==> config.mk <==
export PLATFORM = sky130hd
export DESIGN_NAME = gst_sequencer
export DESIGN_NICKNAME = d
export VERILOG_FILES = /design/src/hdl/gst_pkg.sv /design/src/hdl/gst_sequencer.sv /design/src/hdl/gst_timebase.sv
export VERILOG_INCLUDE_DIRS = /design/src /design/src/hdl
export SDC_FILE = /design/constraint.sdc
export NUM_CORES = 1
export LEC_CHECK = 0
export BUFFER_PORTS_ARGS = -buffer_cell sky130_fd_sc_hd__buf_4
export CAP_MARGIN = 30
export CORE_AREA = 8 8 72 120
export DETAILED_ROUTE_END_ITERATION = 12
export DIE_AREA = 0 0 80 128
export GPL_TIMING_DRIVEN = 0
export PLACE_DENSITY = 0.77
export SLEW_MARGIN = 40
export SYNTH_ARGS = -nofsm -noshare
export SYNTH_HDL_FRONTEND = slang
export SYNTH_HIERARCHICAL = 1
export SYNTH_SLANG_ARGS = --single-unit
==> constraint.sdc <==
create_clock -name CLK_I -period 5.4 [get_ports CLK_I]
set_input_delay 1.35 -clock CLK_I [delete_from_list [all_inputs] [get_ports CLK_I]]
set_output_delay 1.35 -clock CLK_I [all_outputs]
set_load 0.02 [all_outputs]
==> src/hdl/gst_defines.svh <==
/*
  Timing and field constants of the self-test sequencer.
  Assumes a 100 MHz core clock and a one-millisecond timebase tick.
*/
`ifndef GST_DEFINES_SVH
`define GST_DEFINES_SVH

// Clock and timebase
`define GST_CLK_PERIOD_NS  10
`define GST_TICK_NS        1000000
`define GST_TICK_CYCLES    (`GST_TICK_NS / `GST_CLK_PERIOD_NS)
`define GST_PRE_W          17

// Delays in milliseconds, which is one timebase tick each, and the minutes, count and frequency they are built from
`define GST_FIRST_MS       1000
`define GST_PERIOD_MIN     90
`define GST_PERIOD_MS      (`GST_PERIOD_MIN * 60 * 1000)
`define GST_WINDOW_MS      66
`define GST_ATTEMPTS       4
`define GST_ATTEMPT_MS     (`GST_WINDOW_MS / `GST_ATTEMPTS)
`define GST_PHASE_MS       60
`define GST_ALARM_HIGH_MS  133
`define GST_ALARM_FREQ_MHZ 3750
`define GST_ALARM_HALF_MS  (1000000 / (2 * `GST_ALARM_FREQ_MHZ))

// Counter widths
`define GST_CNT_W          23
`define GST_SHORT_W        8

`endif

==> src/hdl/gst_pkg.sv <==
/*
  Types shared by the self-test sequencer files.
  Assumes nothing beyond a SystemVerilog compiler.
*/
package gst_pkg;

  // One-hot sequencer states
  typedef enum logic [3:0] {
    ST_WAIT   = 4'h1,
    ST_ARM    = 4'h2,
    ST_INJECT = 4'h4,
    ST_EOL    = 4'h8
  } gst_state_t;

endpackage

==> src/hdl/gst_sequencer.sv <==
/*
  Self-test sequencer of a ground-fault interrupter: schedules test cycles,
  drives fault injection and anode bias, and latches the end-of-life alarm.
  Assumes RST_N_I is the power-on reset from the supply monitor, and that
  the analog comparators deliver levels synchronous to CLK_I.
*/
`timescale 1ns/100ps
`default_nettype none
`include "gst_defines.svh"

module gst_sequencer #(
  parameter int unsigned TICK_CYCLES  = `GST_TICK_CYCLES,
  parameter int unsigned PERIOD_TICKS = `GST_PERIOD_MS
) (
  input  wire logic         CLK_I,
  input  wire logic         RST_N_I,
  input  wire logic         THYRISTOR_ANODE_SENSE_I,
  input  wire logic         PHASE_END_I,
  input  wire logic         PHASE_OK_I,
  input  wire logic         MANUAL_TEST_I,
  output var  logic         ANODE_BIAS_O,
  output var  logic         FAULT_PULSE_O,
  output var  logic         TEST_ACTIVE_O,
  output var  logic         TEST_PASS_O,
  output var  logic         PHASE_FAULT_O,
  output var  logic         END_OF_LIFE_ALARM_O,
  output var  gst_pkg::gst_state_t STATE_O
);
  import gst_pkg::*;

  ////////////////////////////////////////////////////////////////////////
  // Declarations

  logic                    tick;

  gst_state_t              state_reg;
  gst_state_t              state_next;
  logic [`GST_CNT_W-1:0]   wait_cnt_reg;
  logic [`GST_CNT_W-1:0]   wait_cnt_next;
  logic [`GST_SHORT_W-1:0] window_cnt_reg;
  logic [`GST_SHORT_W-1:0] window_cnt_next;
  logic [`GST_SHORT_W-1:0] attempt_cnt_reg;
  logic [`GST_SHORT_W-1:0] attempt_cnt_next;
  logic                    trig_reg;
  logic                    trig_next;
  logic                    bias_reg;
  logic                    bias_next;
  logic                    pulse_reg;
  logic                    pulse_next;
  logic                    active_reg;
  logic                    active_next;

  logic [`GST_SHORT_W-1:0] phase_cnt_reg;
  logic [`GST_SHORT_W-1:0] phase_cnt_next;
  logic                    phase_done_reg;
  logic                    phase_done_next;
  logic                    phase_fault_reg;
  logic                    phase_fault_next;
  logic                    phase_trip;

  logic [`GST_SHORT_W-1:0] blink_cnt_reg;
  logic [`GST_SHORT_W-1:0] blink_cnt_next;
  logic                    alarm_reg;
  logic                    alarm_next;

  ////////////////////////////////////////////////////////////////////////
  // Shared arithmetic

  // Counts down once per tick and rests at zero
  function automatic logic [`GST_CNT_W-1:0] count_down(
    input logic [`GST_CNT_W-1:0] v,
    input logic                  t
  );
    if (t && (v != '0)) begin
      count_down = v - `GST_CNT_W'(1);
    end else begin
      count_down = v;
    end
  endfunction

  function automatic logic [`GST_SHORT_W-1:0] count_short(
    input logic [`GST_SHORT_W-1:0] v,
    input logic                    t
  );
    count_short = `GST_SHORT_W'(count_down(`GST_CNT_W'(v), t));
  endfunction

  // True when a short counter has run out
  function automatic logic short_zero(
    input logic [`GST_SHORT_W-1:0] v
  );
    short_zero = (v == '0);
  endfunction

  // Sequencer is inside a test cycle
  function automatic logic in_test(
    input gst_state_t s
  );
    in_test = (s == ST_ARM) || (s == ST_INJECT);
  endfunction

  // Test stimulus may only stand while injecting
  function automatic logic stim_on(
    input gst_state_t s
  );
    stim_on = (s == ST_INJECT);
  endfunction

  ////////////////////////////////////////////////////////////////////////
  // Timebase

  // Every delay below counts this tick, so a slow tick only stretches time
  gst_timebase #(
    .TICK_CYCLES (TICK_CYCLES)
  ) gst_timebase_inst (
    .clk_i   (CLK_I),
    .rst_n_i (RST_N_I),
    .tick_o  (tick)
  );

  ////////////////////////////////////////////////////////////////////////
  // Phase pin continuity check

  always_comb begin
    phase_cnt_next   = count_short(phase_cnt_reg, tick);
    phase_done_next  = phase_done_reg;
    phase_fault_next = phase_fault_reg;
    phase_trip       = 1'b0;
    // The pin is judged once, when the timeout runs out
    if (!phase_done_reg && short_zero(phase_cnt_reg)) begin
      phase_done_next = 1'b1;
      if (!PHASE_OK_I) begin
        phase_fault_next = 1'b1;
        phase_trip       = 1'b1;
      end
    end
  end

  always_ff @(posedge CLK_I) begin
    if (!RST_N_I) begin
      phase_cnt_reg   <= `GST_SHORT_W'(`GST_PHASE_MS);
      phase_done_reg  <= 1'b0;
      phase_fault_reg <= 1'b0;
    end else begin
      phase_cnt_reg   <= phase_cnt_next;
      phase_done_reg  <= phase_done_next;
      phase_fault_reg <= phase_fault_next;
    end
  end

  ////////////////////////////////////////////////////////////////////////
  // Test sequencer

  always_comb begin
    state_next       = state_reg;
    wait_cnt_next    = count_down(wait_cnt_reg, tick);
    window_cnt_next  = count_short(window_cnt_reg, tick);
    attempt_cnt_next = count_short(attempt_cnt_reg, tick);
    trig_next        = trig_reg;
    unique case (state_reg)
      ST_WAIT: begin
        if (wait_cnt_reg == '0) begin
          state_next       = ST_ARM;
          window_cnt_next  = `GST_SHORT_W'(`GST_WINDOW_MS);
          attempt_cnt_next = `GST_SHORT_W'(`GST_ATTEMPT_MS);
          // The pass flag stands until the next cycle starts
          trig_next        = 1'b0;
        end
      end
      ST_ARM: begin
        // The attempt timer keeps running across arming and injection
        if (short_zero(window_cnt_reg)) begin
          state_next = ST_EOL;
        end else if (PHASE_END_I) begin
          state_next = ST_INJECT;
        end else if (short_zero(attempt_cnt_reg)) begin
          attempt_cnt_next = `GST_SHORT_W'(`GST_ATTEMPT_MS);
        end
      end
      ST_INJECT: begin
        // A discharged anode means the thyristor fired: pass at once
        if (!THYRISTOR_ANODE_SENSE_I) begin
          trig_next     = 1'b1;
          state_next    = ST_WAIT;
          wait_cnt_next = `GST_CNT_W'(PERIOD_TICKS);
        end else if (short_zero(window_cnt_reg)) begin
          state_next = ST_EOL;
        end else if (short_zero(attempt_cnt_reg)) begin
          state_next       = ST_ARM;
          attempt_cnt_next = `GST_SHORT_W'(`GST_ATTEMPT_MS);
        end
      end
      ST_EOL: begin
        // A phase-pin fault can only be left by power-on reset
        if (MANUAL_TEST_I && !phase_fault_reg) begin
          state_next    = ST_WAIT;
          wait_cnt_next = `GST_CNT_W'(`GST_FIRST_MS);
        end
      end
      default: begin
        state_next    = ST_WAIT;
        wait_cnt_next = `GST_CNT_W'(`GST_FIRST_MS);
      end
    endcase
    if (phase_trip) begin
      state_next = ST_EOL;
    end
    // Only the test stimulus is driven; the trip path stays untouched
    bias_next   = stim_on(state_next);
    pulse_next  = stim_on(state_next);
    active_next = in_test(state_next);
  end

  always_ff @(posedge CLK_I) begin
    if (!RST_N_I) begin
      state_reg       <= ST_WAIT;
      wait_cnt_reg    <= `GST_CNT_W'(`GST_FIRST_MS);
      window_cnt_reg  <= '0;
      attempt_cnt_reg <= '0;
      trig_reg        <= 1'b0;
      bias_reg        <= 1'b0;
      pulse_reg       <= 1'b0;
      active_reg      <= 1'b0;
    end else begin
      state_reg       <= state_next;
      wait_cnt_reg    <= wait_cnt_next;
      window_cnt_reg  <= window_cnt_next;
      attempt_cnt_reg <= attempt_cnt_next;
      trig_reg        <= trig_next;
      bias_reg        <= bias_next;
      pulse_reg       <= pulse_next;
      active_reg      <= active_next;
    end
  end

  ////////////////////////////////////////////////////////////////////////
  // End-of-life alarm blinker

  always_comb begin
    alarm_next     = 1'b0;
    blink_cnt_next = `GST_SHORT_W'(`GST_ALARM_HIGH_MS);
    if (state_next == ST_EOL) begin
      // Entry always starts with a full high phase
      if (state_reg != ST_EOL) begin
        alarm_next     = 1'b1;
        blink_cnt_next = `GST_SHORT_W'(`GST_ALARM_HIGH_MS);
      end else if (short_zero(blink_cnt_reg)) begin
        // Equal halves give the square wave
        alarm_next = !alarm_reg;
        if (alarm_reg) begin
          blink_cnt_next = `GST_SHORT_W'(`GST_ALARM_HALF_MS);
        end else begin
          blink_cnt_next = `GST_SHORT_W'(`GST_ALARM_HIGH_MS);
        end
      end else begin
        alarm_next     = alarm_reg;
        blink_cnt_next = count_short(blink_cnt_reg, tick);
      end
    end
  end

  always_ff @(posedge CLK_I) begin
    if (!RST_N_I) begin
      alarm_reg     <= 1'b0;
      blink_cnt_reg <= `GST_SHORT_W'(`GST_ALARM_HIGH_MS);
    end else begin
      alarm_reg     <= alarm_next;
      blink_cnt_reg <= blink_cnt_next;
    end
  end

  ////////////////////////////////////////////////////////////////////////
  // Outputs

  // Registered outputs, so the far side never sees a decode glitch
  assign ANODE_BIAS_O        = bias_reg;
  assign FAULT_PULSE_O       = pulse_reg;
  assign TEST_ACTIVE_O       = active_reg;
  assign TEST_PASS_O         = trig_reg;
  assign PHASE_FAULT_O       = phase_fault_reg;
  assign END_OF_LIFE_ALARM_O = alarm_reg;
  assign STATE_O             = state_reg;

endmodule
`default_nettype wire

==> src/hdl/gst_timebase.sv <==
/*
  Free-running prescaler giving a one-cycle tick once per millisecond.
  Assumes the core clock and the power-on reset of the sequencer.
*/
`timescale 1ns/100ps
`default_nettype none
`include "gst_defines.svh"

module gst_timebase #(
  parameter int unsigned TICK_CYCLES = `GST_TICK_CYCLES
) (
  input  wire logic clk_i,
  input  wire logic rst_n_i,
  output var  logic tick_o
);

  logic [`GST_PRE_W-1:0] pre_reg;
  logic [`GST_PRE_W-1:0] pre_next;
  logic                  tick_reg;
  logic                  tick_next;

  ////////////////////////////////////////////////////////////////////////
  always_comb begin
    if (pre_reg == `GST_PRE_W'(TICK_CYCLES - 1)) begin
      pre_next  = '0;
      tick_next = 1'b1;
    end else begin
      pre_next  = pre_reg + `GST_PRE_W'(1);
      tick_next = 1'b0;
    end
  end

  always_ff @(posedge clk_i) begin
    if (!rst_n_i) begin
      pre_reg  <= '0;
      tick_reg <= 1'b0;
    end else begin
      pre_reg  <= pre_next;
      tick_reg <= tick_next;
    end
  end

  assign tick_o = tick_reg;

endmodule
`default_nettype wire

==> flow_summary.toml <==
[setup_path]
worst-endpoint-arrival_ns = 2.98
crit_type = "input port to flop"
r2r_setup_slack_ns = 2.95
path_common_cell = "nand2b_1"
start_kind = "input port"
critical_path.endpoint_type = "flop"
critPathMaxFanout = 10
rr_startpoint = "window_cnt_reg[0]"
path_cells = "buf_4 > nand2b_1 > o2bb2ai_1 > a22oi_1 > buf_2 > nand2b_1 > clkbuf_1 > nor2_1"
cp_slowest_stage_delay_ns = 0.40
critPathRequiredTime_ns = 5.60
r2r_end = "blink_cnt_reg[1]"
critPathSlowestCell = "clkbuf_1"
reg2reg_depth = 7

[sta]
tightest_slew_ns = 0.843
finalCriticalPeriod_ns = 2.78
clock_skew_ns = 0.00623
fin_hold_ws_ns = 0.468
setup_viol = 0
fmax_mhz = 360
slew_violations = 0
setup_tns_ns = 0
relSlewSlack_pct = 43.0
rsz0062_at_grt = "false"
hold_viol_final = 0
fin_crit_sh_pct = 51.4

[detailed_routing]
drc = 0
viasPerCell = 5.86
antenna_left = 0
first_pass_iters = 4
avgRoutedWirePerCell_microns = 14.8
vias = 3407
routed_wl_microns = 8620
drtIter0Drc = 191

[flow_run]
cap_violations = 0

[global_routing]
grt_pass1_vias = 3257
grt_usage_pct = 17.7
grt_pass1_wl_microns = 14600
antenna_found_initial = 0
grt-ovfl-total = 0
grt_max_degree = 14

[synth]
synth.distinct_cells = 55
syn_area_sq_um = 4050
syn_nets = 477
synth_fa_ha_area_share_pct = 2.47
synth-async-reset-ratio_pct = 0
synth_top_area_share_pct = 41.0
synthXorXnorAreaFrac_pct = 12.8
synth_ff_type = "dfxtp_1"
synth_largest_area_cell = "dfxtp_1"
synth_seq_cells = 83
synth_simple_gate_area_share_pct = 29.0
yosys-top-cells-area = "dfxtp_1, xnor2_1, nor2_1"
ys_warn_count = 6
postSynthCellCount = 463
synth-edff-count = 0
synth_compound_area_share_pct = 10.6
synth_top_family_by_area = "simple AND/OR/NAND/NOR gates"
yosysSeqAreaShare_pct = 41.0
syn_area_per_cell_sq_um = 8.75
synth_commonest_cells = "dfxtp_1, nor2_1, xnor2_1"
synth_most_common_cell = "dfxtp_1"
synth.area.mux_share_pct = 0

[cells_and_area]
nFillCells = 608
syn_to_final_growth_pct = 12.7
largest_reg_flops = 23
fin_util_pct = 64.5
regArea_sq_um = 1660
nets = 504
multi_input_area_sq_um = 2230
drive_gt1_share_pct = 11.3
n_antenna_cell = 0

[placement]
numPortBuffers = 15
gp_congestion = 0.826
hpwl_microns = 6260

[clock_tree]
clk-insertion-delay-late_ns = 0.33
cts_buffer_depth = 2
cts-htree-levels = 3
hold_buffers = 0
cts_setup_buffers = 0
cts_resized = 0
cts.sinks = 83
cts_tree = "built"
root_buffer = "clkbuf_16"
clk_pin_slew_worst_paths_ns = 0.06
cts_made_buffers = 9

[die]
die_w_microns = 80
core_area_sq_um = 7080
start_util_pct = 57.2
ios = 16
rows = 41
die_h_microns = 128
die-area_sq_um = 10200

[min_path]
hold_path.class = "flop to flop"
hold_depth = 2
hold_start = "PHASE_FAULT_O"
whs_endpoint = "PHASE_FAULT_O"

[power]
power.total_uw = 1210
power.density_nw_per_um2 = 265
peakVddDrop_uv = 211
p_leak_uw = 0.00161

[run_status]
run_status = "completed"
==> cell families after synthesis <==
logic type / after synthesis
AND/OR/NAND/NOR: 217
XOR/XNOR: 59
flip-flops: 83
AO/OA/AOI/OAI: 60
adder cells (fa/ha/maj): 8
buffers and inverters: 36
==> power breakdown <==
group          leakage (uW)  switching, uW  internal [uW]  total (uW)
registers          0.000669           2.43            614         617
logic              0.000804           15.1           7.98        23.1
clock network      0.000135            237            335         572
==> metal layers <==
layer	part of all wire, %	track usage, %	up-vias	wire length (microns)
met3	2.8	4.00	13	240
met2	53	31.3	53	4590
met1	42	19.0	1642	3620
met5	0	0	-	0
li1	-	-	1699	-
met4	2.0	8.08	0	169
==> worst max-delay path: cells and delay by family <==
family | cells | cell delay, ns
buf+inv | 3 | 0.75
compound gates | 2 | 0.51
simple gates | 3 | 0.36
==> cell type report <==
type	count	area share (%)
well taps	86	2.36
repair buffers	16	2.58
clock buffers	12	5.62
flip-flops and latches	83	36.4
clock inverters	4	0.548
multi-input cells	344	48.8
inverters	22	1.81
plain buffers	14	1.92
==> cell usage in the layout, fill, tap and decap left out, types with 9 or more instances in the layout <==
master,n
xor2_1,23
a21oi_1,19
dfxtp_1,83
nor4_1,22
inv_1,22
buf_4,20
nand2_1,21
nor2_1,74
nor3_1,25
o21ai_0,11
clkbuf_16,9
xnor2_1,36
nand3_1,16
==> stage by stage <==
step	std cells	cell area, sq um	setup slack [ns]
floorplan	463	4050	2.82
global placement	564	4270	2.15
detailed placement	565	4280	2.31
CTS	581	4570	2.64
global route	581	4570	2.48
finish	581	4570	2.62
==> how the worst max path moves through the flow <==
| stage | from | end | cells past startpoint |
|---|---|---|---|
| 2_1_floorplan | MANUAL_TEST_I | wait_cnt_reg[0] | 6 |
| 3_3_place_gp | MANUAL_TEST_I | wait_cnt_reg[15] | 7 |
| 3_5_place_dp | MANUAL_TEST_I | wait_cnt_reg[21] | 8 |
| 4_1_cts | MANUAL_TEST_I | wait_cnt_reg[12] | 8 |
| 5_1_grt | MANUAL_TEST_I | wait_cnt_reg[4] | 8 |
| 6_report | MANUAL_TEST_I | wait_cnt_reg[4] | 8 |
No activity file was read; power rests on OpenSTA's default activity.
